## config.mk

```make
export PLATFORM = sky130hd
export DESIGN_NAME = vic_regs
export DESIGN_NICKNAME = d
export VERILOG_FILES = /design/src/vic_pkg.sv /design/src/vic_regs.sv
export VERILOG_INCLUDE_DIRS = /design/src
export SDC_FILE = /design/constraint.sdc
export NUM_CORES = 1
export LEC_CHECK = 0
export ABC_AREA = 1
export BUFFER_PORTS_ARGS = -buffer_cell sky130_fd_sc_hd__buf_2
export CAP_MARGIN = 20
export CELL_PAD_IN_SITES_DETAIL_PLACEMENT = 1
export CELL_PAD_IN_SITES_GLOBAL_PLACEMENT = 2
export CORE_MARGIN = 4
export CORE_UTILIZATION = 27
export DETAILED_ROUTE_END_ITERATION = 6
export GPL_TIMING_DRIVEN = 1
export HOLD_SLACK_MARGIN = 0.08
export PLACE_DENSITY_LB_ADDON = 0.1
export REMOVE_ABC_BUFFERS = 1
export SYNTH_ARGS = -nofsm -noshare
export SYNTH_HDL_FRONTEND = slang
export SYNTH_SLANG_ARGS = --single-unit
```

## constraint.sdc

```tcl
create_clock -name core_clk -period 2.3 [get_ports core_clk]
set_input_delay 0.115 -clock core_clk [delete_from_list [all_inputs] [get_ports core_clk]]
set_output_delay 0.115 -clock core_clk [all_outputs]
set_load 0.01 [all_outputs]
```

## src/vic_map.svh

```systemverilog
// Register offsets, write masks, reset values and timing counts
`ifndef VIC_MAP_SVH
`define VIC_MAP_SVH
`define VIC_OFF_INPUT 8'h00
`define VIC_OFF_VSEL 8'h01
`define VIC_OFF_ENH 8'h02
`define VIC_OFF_STAT 8'h03
`define VIC_RST_INPUT 8'h00
`define VIC_RST_VSEL 8'h00
`define VIC_RST_ENH 8'h04
`define VIC_VSEL_WMASK 8'hbf
`define VIC_ENH_WMASK 8'h1f
`define VIC_REACQ_NS 1000
`define VIC_CLK_MHZ 200
`define VIC_REACQ_CYC ((`VIC_REACQ_NS * `VIC_CLK_MHZ) / 1000)
`endif

```

## src/vic_pkg.sv

```systemverilog
// Types shared by the video input configuration block
package vic_pkg;
  typedef enum logic [1:0] {VIC_FMT_CVBS, VIC_FMT_YC, VIC_FMT_YUV,
    VIC_FMT_NONE} vic_fmt_e;
  typedef enum logic [2:0] {VIC_STD_AUTO_PAL_NTSC, VIC_STD_NTSC_M,
    VIC_STD_NTSC_443, VIC_STD_PAL_BGHID, VIC_STD_PAL_N, VIC_STD_PAL_M,
    VIC_STD_PAL_CN, VIC_STD_NONE} vic_std_e;
  typedef struct packed {
    vic_fmt_e fmt;
    logic [5:0] luma_sel;
    logic [5:0] chroma_sel;
    logic [5:0] v_sel;
    logic differential;
  } vic_route_s;
  typedef struct packed {
    vic_std_e std;
    logic auto_detect;
    logic auto_pal_n;
    logic pedestal;
    logic [1:0] signal_quality_setting;
    logic square_pixel_enable;
    logic four_subcarrier_sampling;
    logic line_clk_4fsc;
    logic alt_component_input;
  } vic_video_s;
  typedef struct packed {
    logic [2:0] luma_peaking_mode;
    logic peak_boost;
    logic peak_cut;
    logic [1:0] low_level_truncation;
    logic [5:0] coring_threshold;
  } vic_enh_s;
endpackage

```

## src/vic_regs.sv

```systemverilog
// Input, video selection and enhancement registers on classic Wishbone
// Function
// Codes 0-5 pick composite on inputs 1-6
// Codes 6-8 pick luma/chroma input pairs
// Codes 9-10 pick component input triples
// Software avoids unlisted source and standard codes
// Standard codes 0-3 auto-detect, bit0 pedestal
// Standard codes 4-13 force fixed standard
// Quality bits 1:0 set time constant
// Bit 2 enables square-pixel sampling
// Bit 3 makes all inputs differential
// Bit 4 resamples at four times subcarrier
// Software uses 4Fsc only with NTSC
// Source change reacquires unless bit 7 set
// Reacquire mode relocks to new input
// Peaking bits 2:0, code 4 is unity
// Coring bits 4:3 truncate below black+8/16/32
// Software writes reserved bits as zero
// Input and standard fields at subaddress 00
// Peaking acts near colour subcarrier frequency
`timescale 1ns/1ps
`include "vic_map.svh"
module vic_regs import vic_pkg::*; #(
  parameter int REACQ_CYCLES = `VIC_REACQ_CYC
) (
  // Clock and reset
  input wire logic core_clk,
  input wire logic rst,
  // Wishbone slave
  input wire logic cyc_i,
  input wire logic stb_i,
  input wire logic we_i,
  input wire logic [7:0] adr_i,
  input wire logic [3:0] sel_i,
  input wire logic [31:0] dat_i,
  output logic [31:0] dat_o,
  output logic ack_o,
  output logic err_o,
  // Decoded controls
  output vic_route_s route_o,
  output vic_video_s video_o,
  output vic_enh_s enh_o,
  output logic reacquire_o,
  // Lock indication from the front end
  input wire logic lock_i
);
  // Counter is 16 bits wide; longer waits need a wider count
  if (REACQ_CYCLES < 1 || REACQ_CYCLES > 65535) begin : g_bad_reacq
    $error("REACQ_CYCLES out of range");
  end

  typedef enum {ST_RUN, ST_REACQ} vic_state_e;

  // Input source decode, used for routing and validity
  function automatic vic_route_s decode_src(input logic [3:0] c,
                                            input logic diff);
    vic_route_s r;
    r = '0;
    r.differential = diff;
    // composite channel
    if (c <= 4'h5) begin
      r.fmt = VIC_FMT_CVBS;
      r.luma_sel = 6'h01 << c[2:0];
    end else if (c <= 4'h8) begin
      // luma/chroma pair
      r.fmt = VIC_FMT_YC;
      // Low bits wrap, so code 8 selects the third pair
      r.luma_sel = 6'h01 << (c[2:0] - 3'h6);
      r.chroma_sel = 6'h08 << (c[2:0] - 3'h6);
    end else if (c == 4'h9) begin
      // component, first triple
      r.fmt = VIC_FMT_YUV;
      r.luma_sel = 6'h01;
      r.chroma_sel = 6'h08;
      r.v_sel = 6'h10;
    end else if (c == 4'ha) begin
      r.fmt = VIC_FMT_YUV;
      r.luma_sel = 6'h02;
      r.chroma_sel = 6'h04;
      r.v_sel = 6'h20;
    end else begin
      // unlisted codes route nothing
      r.fmt = VIC_FMT_NONE;
    end
    return r;
  endfunction

  logic [7:0] input_q, input_d, vsel_q, vsel_d, enh_q, enh_d;
  logic ack_q, ack_d;
  logic [31:0] dat_q, dat_d;
  logic err_q, err_d;
  vic_state_e state_q, state_d;
  logic [15:0] cnt_q, cnt_d;
  logic chg_q, chg_d;
  logic req, wr;
  logic [7:0] wmask;

  assign req = cyc_i && stb_i && !ack_q && !err_q;
  assign wr = req && we_i && sel_i[0];
  assign wmask = 8'hff;

  // Bus slave and register writes; one-cycle answer
  always_comb begin
    input_d = input_q;
    vsel_d = vsel_q;
    enh_d = enh_q;
    ack_d = 1'b0;
    err_d = 1'b0;
    dat_d = dat_q;
    if (req) begin
      unique case (adr_i)
        // input and standard at subaddress 00
        `VIC_OFF_INPUT: begin
          ack_d = 1'b1;
          dat_d = {24'h0, input_q};
          if (wr)
            input_d = dat_i[7:0] & wmask;
        end
        // reserved bits held at zero
        `VIC_OFF_VSEL: begin
          ack_d = 1'b1;
          dat_d = {24'h0, vsel_q};
          if (wr)
            vsel_d = dat_i[7:0] & `VIC_VSEL_WMASK;
        end
        `VIC_OFF_ENH: begin
          ack_d = 1'b1;
          dat_d = {24'h0, enh_q};
          if (wr)
            enh_d = dat_i[7:0] & `VIC_ENH_WMASK;
        end
        `VIC_OFF_STAT: begin
          ack_d = 1'b1;
          dat_d = {29'h0, lock_i, chg_q, state_q == ST_REACQ};
        end
        default: begin
          err_d = 1'b1;
          dat_d = 32'h0;
        end
      endcase
    end
  end

  always_ff @(posedge core_clk or posedge rst) begin
    if (rst) begin
      input_q <= `VIC_RST_INPUT;
      vsel_q <= `VIC_RST_VSEL;
      enh_q <= `VIC_RST_ENH;
      ack_q <= 1'b0;
      err_q <= 1'b0;
      dat_q <= 32'h0;
    end else begin
      input_q <= input_d;
      vsel_q <= vsel_d;
      enh_q <= enh_d;
      ack_q <= ack_d;
      err_q <= err_d;
      dat_q <= dat_d;
    end
  end

  assign ack_o = ack_q;
  assign err_o = err_q;
  assign dat_o = dat_q;

  // Reacquire sequencer; a source change restarts the wait
  always_comb begin
    state_d = state_q;
    cnt_d = cnt_q;
    chg_d = 1'b0;
    // source change unless auto-start bit set
    if (wr && adr_i == `VIC_OFF_INPUT && !vsel_q[7] &&
        dat_i[3:0] != input_q[3:0])
      chg_d = 1'b1;
    unique case (state_q)
      ST_RUN: begin
        if (chg_q) begin
          state_d = ST_REACQ;
          cnt_d = 16'(REACQ_CYCLES - 1);
        end
      end
      // hold reacquire until relock time expires
      ST_REACQ: begin
        if (chg_q)
          cnt_d = 16'(REACQ_CYCLES - 1);
        else if (cnt_q != 16'h0)
          cnt_d = cnt_q - 16'h1;
        else
          state_d = ST_RUN;
      end
    endcase
  end

  always_ff @(posedge core_clk or posedge rst) begin
    if (rst) begin
      state_q <= ST_RUN;
      cnt_q <= 16'h0;
      chg_q <= 1'b0;
    end else begin
      state_q <= state_d;
      cnt_q <= cnt_d;
      chg_q <= chg_d;
    end
  end

  assign reacquire_o = state_q == ST_REACQ;

  // Decoded controls from stored fields
  always_comb begin
    // differential applies to every source
    route_o = decode_src(input_q[3:0], vsel_q[3]);
    video_o = '0;
    // auto-detect codes, bit0 pedestal
    video_o.pedestal = input_q[4];
    video_o.auto_detect = input_q[7:4] <= 4'h3;
    video_o.auto_pal_n = input_q[7:4] <= 4'h3 && input_q[5];
    // forced standards
    unique case (input_q[7:4])
      4'h0, 4'h1, 4'h2, 4'h3: video_o.std = VIC_STD_AUTO_PAL_NTSC;
      4'h4, 4'h5: video_o.std = VIC_STD_NTSC_M;
      4'h6, 4'h7: video_o.std = VIC_STD_NTSC_443;
      4'h8: video_o.std = VIC_STD_PAL_BGHID;
      4'h9: video_o.std = VIC_STD_PAL_N;
      4'ha, 4'hb: video_o.std = VIC_STD_PAL_M;
      4'hc, 4'hd: video_o.std = VIC_STD_PAL_CN;
      default: video_o.std = VIC_STD_NONE;
    endcase
    // time constant grade
    video_o.signal_quality_setting = vsel_q[1:0];
    // square pixel
    video_o.square_pixel_enable = vsel_q[2];
    // pixel clock follows 4Fsc resampling
    video_o.four_subcarrier_sampling = vsel_q[4];
    video_o.line_clk_4fsc = vsel_q[4];
    video_o.alt_component_input = vsel_q[5];
    enh_o = '0;
    // peaking gain around subcarrier
    enh_o.luma_peaking_mode = enh_q[2:0];
    enh_o.peak_boost = enh_q[2:0] < 3'h4;
    enh_o.peak_cut = enh_q[2:0] > 3'h4;
    // coring threshold above black
    enh_o.low_level_truncation = enh_q[4:3];
    unique case (enh_q[4:3])
      2'h0: enh_o.coring_threshold = 6'h00;
      2'h1: enh_o.coring_threshold = 6'h08;
      2'h2: enh_o.coring_threshold = 6'h10;
      2'h3: enh_o.coring_threshold = 6'h20;
    endcase
  end

  // Checks
  a_ack_one_cycle: assert property (@(posedge core_clk) disable iff (rst)
    ack_o |=> !ack_o) else $error("ack held two cycles");
  a_write_lands: assert property (@(posedge core_clk) disable iff (rst)
    wr && adr_i == `VIC_OFF_INPUT |=> input_q == $past(dat_i[7:0]))
    else $error("input register write lost");
  a_reserved_zero: assert property (@(posedge core_clk)
    disable iff (rst) !vsel_q[6] && enh_q[7:5] == 3'h0)
    else $error("reserved bit set");
  a_reacq_start: assert property (@(posedge core_clk) disable iff (rst)
    wr && adr_i == `VIC_OFF_INPUT && !vsel_q[7] &&
    dat_i[3:0] != input_q[3:0] |=> ##1 reacquire_o)
    else $error("no reacquire after source change");
  a_no_reacq: assert property (@(posedge core_clk) disable iff (rst)
    !reacquire_o && !chg_q && !(wr && adr_i == `VIC_OFF_INPUT)
    |=> !chg_q) else $error("spurious reacquire");
  a_reacq_ends: assert property (@(posedge core_clk) disable iff (rst)
    reacquire_o && cnt_q == 16'h0 && !chg_q |=> !reacquire_o)
    else $error("reacquire not ended");
  a_cvbs_route: assert property (@(posedge core_clk) disable iff (rst)
    input_q[3:0] == 4'h2 |-> route_o.fmt == VIC_FMT_CVBS &&
    route_o.luma_sel == 6'h04) else $error("composite route wrong");
  a_yc_route: assert property (@(posedge core_clk) disable iff (rst)
    input_q[3:0] == 4'h8 |-> route_o.luma_sel == 6'h04 &&
    route_o.chroma_sel == 6'h20) else $error("luma/chroma route wrong");
  a_yuv_route: assert property (@(posedge core_clk) disable iff (rst)
    input_q[3:0] == 4'ha |-> route_o.v_sel == 6'h20)
    else $error("component route wrong");
  a_peak_unity: assert property (@(posedge core_clk) disable iff (rst)
    enh_q[2:0] == 3'h4 |-> !enh_o.peak_boost && !enh_o.peak_cut)
    else $error("unity peaking wrong");
  a_core_level: assert property (@(posedge core_clk) disable iff (rst)
    enh_q[4:3] == 2'h3 |-> enh_o.coring_threshold == 6'h20)
    else $error("coring threshold wrong");
  a_diff_route: assert property (@(posedge core_clk) disable iff (rst)
    vsel_q[3] |-> route_o.differential)
    else $error("differential flag lost");
  a_fsc_clock: assert property (@(posedge core_clk) disable iff (rst)
    vsel_q[4] |-> video_o.line_clk_4fsc && video_o.four_subcarrier_sampling)
    else $error("pixel clock not at four times subcarrier");
  a_reacq_restart: assert property (@(posedge core_clk) disable iff (rst)
    reacquire_o && chg_q |=> reacquire_o && cnt_q == 16'(REACQ_CYCLES - 1))
    else $error("reacquire wait not restarted");
  a_auto_std: assert property (@(posedge core_clk) disable iff (rst)
    input_q[7:4] == 4'h1 |-> video_o.auto_detect && video_o.pedestal)
    else $error("auto-detect decode wrong");
  a_forced_std: assert property (@(posedge core_clk) disable iff (rst)
    input_q[7:4] == 4'h9 |->
    video_o.std == VIC_STD_PAL_N && video_o.pedestal)
    else $error("forced standard wrong");
  c_write_input: cover property (@(posedge core_clk) disable iff (rst)
    wr && adr_i == `VIC_OFF_INPUT);
  c_reacquire: cover property (@(posedge core_clk) disable iff (rst)
    $rose(reacquire_o));
  c_unmapped: cover property (@(posedge core_clk) disable iff (rst) err_o);
  c_restart: cover property (@(posedge core_clk) disable iff (rst)
    reacquire_o && chg_q);
  c_four_fsc: cover property (@(posedge core_clk) disable iff (rst)
    video_o.four_subcarrier_sampling);
endmodule

```

==> reports/qor.yml, run 1 <==
synthesis:
  synth.distinct_cells: 38
  yosysWarningCount: 0
  yosys.area_share.adder_pct: 0.415
  synth_seq_area_share_pct: 39.9
  synth_mux_area_share_pct: 0
  netlist_instances: 416
  yosys.area_share.simple_pct: 32.6
  synth_top_family_by_area: "simple AND/OR/NAND/NOR gates"
  synth_area_per_cell_um2: 7.24
  syn_area_um2: 3010
  ys_ff_latch: 48
  synth_xor_area_share_pct: 1.74
  synth-compound-area-share_pct: 7.19
power_and_ir_drop:
  p_int_mw: 1.21
  swShare_pct: 25.4
  peakVddDrop_v: 0.000226
  clockPowerShare_pct: 38.7
  p_leak_nw: 1.95
  p_seq_share_pct: 52.5
  power_switching_mw: 0.412
  combPwrFrac_pct: 8.8
  p_per_area_nw_per_um2: 468
floorplanning:
  start_util_pct: 27.7
  die_x_um: 114
  num_io_pins: 131
  dieHeight_um: 114
  rows: 38
  dieArea_um2: 12900
  core_area_um2: 10900
critical_path:
  timing.rr.end: "cnt_q[1]"
  r2r_slack_ps: 670
  critical_path_arrival_ps: 1550
  r2r_start: "cnt_q[1]"
  cp.required_ps: 2180
  cp-start-kind: "flip-flop"
  critical_path.max_fanout: 6
  cp-startpoint: "input_q[3]"
  r2r_cells: 9
  end_kind: "output pin"
  critical_path_class: "reg2out"
  worstSetupEndpoint: "route_o[14]"
timing:
  slew_viol_final: 0
  rsz0062_at_grt: "false"
  max_slew_margin_pct: 64.8
  finalSetupViolCount: 0
  tns_ps: 0
  fin_crit_sh_pct: 72.3
  layout_min_cycle_time_ps: 1660
  maxClockFrequency_mhz: 602
  clock_skew_ps: 9.01
  worst_slew_pin_slew_ps: 527
  final_hold_viol_count: 0
grt:
  track_usage_pct: 13.0
  grt_max_degree: 24
  grt_pass1_wl_mm: 13.7
  first_global_vias: 2735
  antenna_found_initial: 0
  grt_overflow: 0
cts:
  cts_buffers: 5
  cts_setup_buffers: 0
  cts.path.max_buffers: 2
  cts_resized: 0
  path_clk_slew_ps: 100
  cts.htree.levels: 2
  clock_sinks: 48
  cts_tree: "yes"
  cts_root_buf: "clkbuf_8"
  clk_latency_ps: 300
layout:
  drive_above_1_share_pct: 21.9
  fin_cells: 623
  fin_nets: 533
  post-route-util_pct: 31.9
  syn2layout_area_growth_pct: 15.3
  diodes: 0
worst_hold_path:
  min_path_type: "in2reg"
place:
  portBuffers: 70
  dpl.hpwl_mm: 6.69
  dp_cells: 611
  gp_congestion: 0.749
route:
  vias: 2679
  final_antenna_net_count: 0
  drt-initial-drc-count: 84
  wire_per_inst_um: 13.4
  routed_wl_mm: 8.36
  drc: 0
  dr.pass1.iters: 4
  vias_per_cell: 4.30
outcome:
  status: "finished, final reports clean"
run:
  maxCapViolCount: 0
[cell families after synthesis]
family	count (synthesis)
fa+ha+maj	1
flops	48
buf+inv	99
xor+xnor	6
simple gates	221
compound gates	40
other cells	1
[per-layer routing]
| layer | part of all wire [%] | track usage, % | wire length [um] |
|---|---|---|---|
| met5 | 0 | 0 | 0 |
| met4 | 0.61 | 2.64 | 51 |
| met3 | 3.8 | 1.86 | 319 |
| met2 | 53 | 24.6 | 4440 |
| met1 | 42 | 15.6 | 3550 |
[stage by stage]
stage | setup WS [ps] | power, mW | area, um^2 | hold WS (ps)
3_3_place_gp | 669 | 1.01 | 3320 | 190
3_5_place_dp | 654 | 1.01 | 3320 | 201
5_1_grt | 457 | 1.71 | 3470 | 107
6_report | 638 | 1.63 | 3470 | 107
2_1_floorplan | 784 | 0.956 | 2770 | 267
4_1_cts | 596 | 1.66 | 3470 | 99.1
[placed cells by master, fill, tap and decap left out, types with 2 or more instances in the layout]
cell type and n:
conb_1 33, o21ai_1 20, nor2_1 62, xor2_1 5
clkinv_1 2, dfrtp_1 47, nand3_2 2, nor2_2 5
dlygate4sd3_1 4, a21oi_1 5, inv_2 6, nor3_1 4
nand2_1 100, nor2_4 2, nand2_4 2, clkbuf_8 5
nand2_2 3, o22ai_1 2, buf_4 3, nand3_1 26
buf_2 70, inv_1 41, o21ai_0 8, nand4_1 9
[area by class of cell]
class,count,area (um^2)
flip-flops and latches,48,1200
clock inverters,3,42.5
multi-input cells,301,1390
repair buffers,77,413
inverters,49,184
well taps,140,175
fillers,1425,7410
clock buffers,5,68.8
[registers in the layout, indices dropped and copies added, names as in the netlist]
register and cells:
dat_o 8, state_q 1, enh_q 5, input_q 8, chg_q 1, err_o 1, vsel_q 7, cnt_q 16
ack_o 1
[power by group through the flow]
stage	combinational, mW	clock, mW	sequential (mW)
floorplan	0.0861	0	0.870
global placement	0.138	0	0.870
detailed placement	0.140	0	0.870
CTS	0.146	0.656	0.854
global route	0.163	0.692	0.854
finish	0.143	0.630	0.853
[cells in the mapped netlist]
master | n | area [um^2]
o31ai_1 | 1 | 7.51
nand3_1 | 26 | 130
o211ai_1 | 1 | 7.51
o21ai_1 | 20 | 100
nand3b_1 | 1 | 7.51
nor2_4 | 2 | 22.5
nand4_1 | 9 | 56.3
nand2_2 | 3 | 18.8
buf_2 | 4 | 20.0
a21oi_1 | 5 | 25.0
a21boi_0 | 1 | 7.51
o21ai_2 | 1 | 8.76
o21ai_0 | 8 | 40.0
dfstp_2 | 1 | 26.3
ha_1 | 1 | 12.5
nor3_4 | 1 | 16.3
xor2_1 | 5 | 43.8
dfrtp_1 | 47 | 1180
conb_1 | 1 | 3.75
clkinv_1 | 2 | 7.51
nor2_2 | 5 | 31.3
inv_1 | 42 | 158
nand3_2 | 2 | 20.0
and2_1 | 1 | 6.26
a21o_1 | 1 | 7.51
nand2_1 | 100 | 375
buf_6 | 1 | 11.3
inv_2 | 5 | 18.8
o22ai_1 | 2 | 12.5
nor2_1 | 62 | 233
clkbuf_1 | 3 | 11.3
nor3_2 | 1 | 10.0
xnor2_1 | 1 | 8.76
or2_2 | 1 | 6.26
nor3_1 | 4 | 20.0
and3_1 | 1 | 6.26
nand2_4 | 2 | 22.5
buf_4 | 42 | 315
[worst max-delay path, stage by stage (launching register included)]
cell	delay, ps
dfrtp_1	450
inv_1	110
nor2_1	110
inv_1	100
nor2_1	210
nor2_1	60
o21ai_0	70
buf_2	150
[worst min path at each step]
stage                        start  cells after the start         end  slack (ps)
after CTS                 dat_i[4]                      3  input_q[4]         100
after global placement         rst                      2    cnt_q[0]         190
after floorplan           dat_i[2]                      2    enh_q[2]         270
final                     dat_i[4]                      3  input_q[4]         110
after global routing      dat_i[4]                      3   vsel_q[4]         110
after detailed placement       rst                      2    cnt_q[2]         200
[timing repair]
action,4_1_cts,5_1_grt
endpoints found under the hold margin,26,0
setup endpoints to repair,0,0
hold buffers,4,0
Power figures use the tool's default switching activity.
==> run 2, diff against run 1 <==
--- a/config.mk
+++ b/config.mk
@@ -6,13 +6,13 @@
 export SDC_FILE = /design/constraint.sdc
 export NUM_CORES = 1
 export LEC_CHECK = 0
-export ABC_AREA = 1
+export ABC_AREA = 0
 export BUFFER_PORTS_ARGS = -buffer_cell sky130_fd_sc_hd__buf_2
 export CAP_MARGIN = 20
 export CELL_PAD_IN_SITES_DETAIL_PLACEMENT = 1
 export CELL_PAD_IN_SITES_GLOBAL_PLACEMENT = 2
 export CORE_MARGIN = 4
-export CORE_UTILIZATION = 27
+export CORE_UTILIZATION = 28
 export DETAILED_ROUTE_END_ITERATION = 6
 export GPL_TIMING_DRIVEN = 1
 export HOLD_SLACK_MARGIN = 0.08
==> constraint.sdc (replaced) <==
create_clock -name core_clk -period 1.67 [get_ports core_clk]
set_input_delay 0.0835 -clock core_clk [delete_from_list [all_inputs] [get_ports core_clk]]
set_output_delay 0.0835 -clock core_clk [all_outputs]
set_load 0.01 [all_outputs]
==> reports/qor.yml, run 2 <==
synthesis:
  synth_seq_area_share_pct: 40.9
  synth_area_leader_cell: "dfrtp_1"
  synth_top_family_by_area: "simple AND/OR/NAND/NOR gates"
  synth_area_per_cell_um2: 10.3
  syn_area_um2: 2940
  ys_ff_latch: 48
  synth_most_common_cell: "dfrtp_1"
  yosys.area_share.adder_pct: 0.426
  synth_edf_count: 0
  synthFlopType: "dfrtp_1"
  synth.distinct_cells: 43
  yosysWarningCount: 0
  synth_top_cell_area_share_pct: 40.0
  synth_mux_area_share_pct: 15.4
  synthArstFlopShare_pct: 100
  synth_xor_area_share_pct: 2.09
  yosys-top-cells-area: "dfrtp_1 40%, buf_4 11%, mux2_4 10%, nor2_1 3.1%, or4_1 2.6%"
  synth-compound-area-share_pct: 8.56
  synth_common_cells: "47 x dfrtp_1, 43 x buf_4, 24 x nor2_1"
  netlist_instances: 286
  yosys.area_share.simple_pct: 18.5
run:
  maxCapViolCount: 0
critical_path:
  worst_path_largest_cell_delay_ps: 530
  cp-startpoint: "err_o"
  path_buf_inv: 1
  critPathSlowestCell: "or4_4"
  path_common_cell: "or4_4"
  critical_path_class: "reg2reg"
  cp.required_ps: 1860
  r2r_start: "err_o"
  critical_path.max_fanout: 5
  worstPathCellList: "nand4bb_1, or4_4, or4_4, buf_6, mux2_4"
  critical_path_arrival_ps: 2380
  cp-start-kind: "flip-flop"
  end_kind: "flip-flop"
  critical-path-top-delay-family: "simple AND/OR/NAND/NOR gates"
layout:
  fin_nets: 465
  final_common_cell: "buf_2"
  final_cell_mix: "70 x buf_2, 47 x dfrtp_1, 43 x buf_4"
  max_flop_register: "cnt_q"
  drive_above_1_share_pct: 51.1
  syn2layout_area_growth_pct: 44.3
  fin_area_um2: 4240
  diodes: 0
  post-route-util_pct: 41.2
  largest_register_ffs: 16
cts:
  cts_buffers: 5
  path_clk_slew_ps: 100
  cts.path.max_buffers: 2
  cts.htree.levels: 2
  cts_root_buf: "clkbuf_8"
  clk_latency_ps: 310
  cts_tree: "yes"
  clock_sinks: 48
grt:
  first_global_vias: 2657
  grt_max_degree: 49
  antenna_found_initial: 0
  grt_overflow: 0
  grt_pass1_wl_mm: 13.8
  track_usage_pct: 13.6
route:
  drc: 0
  routed_wl_mm: 8.58
  dr.pass1.iters: 4
  final_antenna_net_count: 0
  drt-initial-drc-count: 67
  vias_per_cell: 4.54
  vias: 2500
  wire_per_inst_um: 15.6
floorplanning:
  die_x_um: 110
  num_io_pins: 131
  rows: 37
  dieArea_um2: 12200
  core_area_um2: 10300
  start_util_pct: 28.6
  dieHeight_um: 110
timing:
  maxClockFrequency_mhz: 459
  clock_skew_ps: 9.41
  fin_crit_sh_pct: 131
  slew_viol_final: 0
  rsz0062_at_grt: "true"
  finalSetupViolCount: 41
  setup_slack_ps: -511
  whs_ps: 99.8
  final_hold_viol_count: 0
  layout_min_cycle_time_ps: 2180
  tns_ps: -12990
worst_hold_path:
  min_path_type: "in2reg"
  min_from: "dat_i[2]"
place:
  dpl.hpwl_mm: 5.96
  place_area_um2: 3550
  gp_congestion: 0.759
  portBuffers: 70
outcome:
  status: "complete, but fails checks"
  violations: "setup timing"
power_and_ir_drop:
  peakVddDrop_v: 0.000299
  power_mw: 2.18
  p_leak_nw: 2.19
  p_per_area_nw_per_um2: 514
==> run 2: cell count changes in the layout (fill, tap and decap cells not counted), sizes merged, moves of 9 or more <==
cell / before / now
inv: 47 / 6
or4: 0 / 11
buf: 73 / 131
nand4: 9 / 0
nor2: 69 / 24
nand2: 105 / 13
nand3: 28 / 3
dlygate4sd3: 4 / 13
o21ai: 29 / 8
mux2: 0 / 24
==> run 2: what timing repair did <==
item / in CTS / in global routing
hold buffers: 12 / 1
hold endpoints to repair: 59 / 1
pin swaps: 17 / 14
buffers inserted: 12 / 8
resized for setup: 64 / 13
setup endpoints to repair: 43 / 49
==> run 2: logic make-up after synthesis <==
| group | count (synthesis) |
|---|---|
| xor gates and xnor gates | 7 |
| adders and majority gates | 1 |
| muxes | 31 |
| buffers and inverters | 62 |
| DFF | 48 |
| AOI/OAI and AO/OA | 39 |
| other | 1 |
| and+or+nand+nor | 97 |
==> run 2: stage by stage <==
stage / cells / worst slack, ps
after global routing: 551 / -545
after floorplan: 263 / -807
after global placement: 515 / -704
final: 551 / -511
after CTS: 545 / -511
after detailed placement: 515 / -709
==> run 2: layout make-up <==
cell class / count / area, um^2
fill: 1205 / 6040
multi-input combinational: 208 / 1720
sequential: 48 / 1200
timing repair buffer: 144 / 1010
tap: 136 / 170
clock buffer: 6 / 82.6
inverter: 7 / 30.0
clock inverter: 2 / 15.0
==> run 2: final timing paths <==
kind                               to  slack [ps]  cells past startpoint
setup / recovery           input_q[3]        -510                      5
hold / removal               enh_q[2]         100                      2
setup reg to reg           input_q[3]        -510                      5
hold reg to reg              dat_o[5]         490                      2
max in group asynchronous    enh_q[2]        1020                      4
min in group asynchronous       err_o         360                      4
==> run 2: worst reg2reg max path, stage by stage (launching register included) <==
cell and delay [ps]:
dfrtp_1 390, nand4bb_1 220, or4_4 480, or4_4 530, buf_6 160, mux2_4 290
==> run 2: report_power, final <==
group,leakage (nW),internal (mW),total [mW],switching (mW)
sequential,0.666,1.17,1.18,0.00799
clock,0.0434,0.337,0.775,0.439
combinational,1.48,0.0958,0.229,0.133
total,2.19,1.60,2.18,0.580
==> run 2: layer usage <==
| metal | GRT usage (%) | vias to the layer above | share of wire (%) |
|---|---|---|---|
| met5 | 0 | - | 0 |
| met4 | 2.71 | 0 | 0.79 |
| met3 | 2.85 | 7 | 4.0 |
| met2 | 24.2 | 57 | 51 |
| met1 | 17.0 | 1249 | 44 |
| li1 | - | 1187 | - |
==> run 3, diff against run 2 <==
--- a/config.mk
+++ b/config.mk
@@ -11,6 +11,7 @@
 export CAP_MARGIN = 20
 export CELL_PAD_IN_SITES_DETAIL_PLACEMENT = 1
 export CELL_PAD_IN_SITES_GLOBAL_PLACEMENT = 2
+export CORE_ASPECT_RATIO = 0.7
 export CORE_MARGIN = 4
 export CORE_UTILIZATION = 28
 export DETAILED_ROUTE_END_ITERATION = 6
==> reports/qor.yml, run 3 (synthesized netlist as in run 2, its figures left out) <==
route:
  wire_per_inst_um: 17.0
  drc: 0
  final_antenna_net_count: 0
  vias: 2474
  drt-initial-drc-count: 70
  dr.pass1.iters: 4
  vias_per_cell: 4.58
  routed_wl_mm: 9.20
grt:
  track_usage_pct: 14.9
  grt_max_degree: 45
  grt_overflow: 0
  antenna_found_initial: 0
  first_global_vias: 2586
  grt_pass1_wl_mm: 14.2
layout:
  fillerInstances: 1115
  max_flop_register: "cnt_q"
  final_common_cell: "buf_2"
  fin_nets: 462
  syn2layout_area_growth_pct: 45.3
  drive_above_1_share_pct: 54.4
  largest_register_ffs: 16
  diodes: 0
  final_cell_mix: "70 x buf_2, 46 x dfrtp_1, 45 x buf_4"
cts:
  clock_sinks: 48
  path_clk_slew_ps: 70
  cts_root_buf: "clkbuf_16"
  cts_tree: "yes"
  cts_buffers: 5
  cts.htree.levels: 2
  clk_latency_ps: 290
  cts.path.max_buffers: 2
outcome:
  violations: "setup timing"
  status: "complete, but fails checks"
critical_path:
  path_common_cell: "or4_4"
  critical_path_class: "reg2reg"
  cp-startpoint: "err_o"
  critical_path_arrival_ps: 2350
  worst_path_largest_cell_delay_ps: 530
  r2r_cells: 5
  r2r_start: "err_o"
  worstPathCellList: "nand4bb_4, or4_4, or4_4, buf_6, mux2_4"
  end_kind: "flip-flop"
  critical_path.max_fanout: 5
  cp-start-kind: "flip-flop"
  cp.required_ps: 1840
  critPathSlowestCell: "or4_4"
floorplanning:
  die_x_um: 130
  dieArea_um2: 12200
  rows: 30
  num_io_pins: 131
  start_util_pct: 29.5
  core_area_um2: 9950
  dieHeight_um: 93.7
power_and_ir_drop:
  power_mw: 2.57
  p_per_area_nw_per_um2: 601
  peakVddDrop_v: 0.000432
  p_leak_nw: 2.21
timing:
  setup_slack_ps: -505
  clock_skew_ps: 6.42
  fin_crit_sh_pct: 130
  finalSetupViolCount: 46
  slew_viol_final: 0
  rsz0062_at_grt: "true"
  maxClockFrequency_mhz: 460
  layout_min_cycle_time_ps: 2180
  final_hold_viol_count: 0
place:
  dp_slack_ps: -718
  portBuffers: 70
  dpl.hpwl_mm: 6.65
  gp_congestion: 0.745
worst_hold_path:
  min_path_type: "in2reg"
  holdPathStages: 4
  min_from: "adr_i[2]"
run:
  maxCapViolCount: 0
[run 3: cell types whose count changed in the layout (fill, tap and decap cells not counted), moves of 3 or more]
| cell | delta |
|---|---|
| nor4_2 | +3 |
| dlygate4sd3_1 | -8 |
| buf_6 | +3 |
| clkbuf_16 | +5 |
| clkbuf_8 | -6 |
[run 3: worst paths after layout]
path	to	slack, ps
hold reg to reg	dat_o[5]	480
hold / removal	dat_o[6]	70
setup reg to reg	vsel_q[0]	-510
setup / recovery	vsel_q[0]	-510
min in group asynchronous	cnt_q[13]	220
max in group asynchronous	enh_q[2]	930
[run 3: worst max-delay path: cells and delay by family, from the launching register on]
family	cells	cell delay, ps
multiplexers	1	290
flip-flops	1	370
AND/OR/NAND/NOR	3	1240
buffers and inverters	1	160
[run 3: routing by layer]
metal / wire length (um) / track usage [%]
met1: 4740 / 22.6
met2: 3910 / 21.9
met3: 496 / 3.41
met4: 51 / 2.23
met5: 0 / 0
[run 3: timing repair]
action | in CTS | in global routing
hold endpoints to repair | 50 | 3
resized for setup | 59 | 27
hold buffers | 3 | 2
pin swaps | 20 | 19
setup buffers | 12 | 11
setup endpoints to repair | 41 | 51
[run 3: metrics by stage]
step	cell area [um^2]	std cells	utilization (%)	setup TNS, ps	hold slack [ps]
floorplan	2680	263	-	-18540	231
finish	4270	540	42.9	-14580	73.0
global route	4270	540	42.9	-17660	99.6
global placement	3550	508	35.7	-19170	-27.1
CTS	4060	530	40.8	-15130	82.8
detailed placement	3550	508	35.7	-19150	-25.4
[run 3: report_power, final]
group	leakage, nW	internal, mW	switching, mW
clock	0.0798	0.704	0.447
sequential	0.664	1.17	0.00773
combinational	1.47	0.0980	0.140
total	2.21	1.97	0.595
[run 3: cell type report]
cell class | instances | area [um^2] | area share [%]
well taps | 128 | 160 | 3.75
multi-input cells | 208 | 1730 | 40.4
flip-flops and latches | 48 | 1200 | 28.2
clock inverters | 3 | 42.5 | 0.996
clock buffers | 5 | 125 | 2.93
inverters | 7 | 28.8 | 0.674
repair buffers | 141 | 983 | 23.0
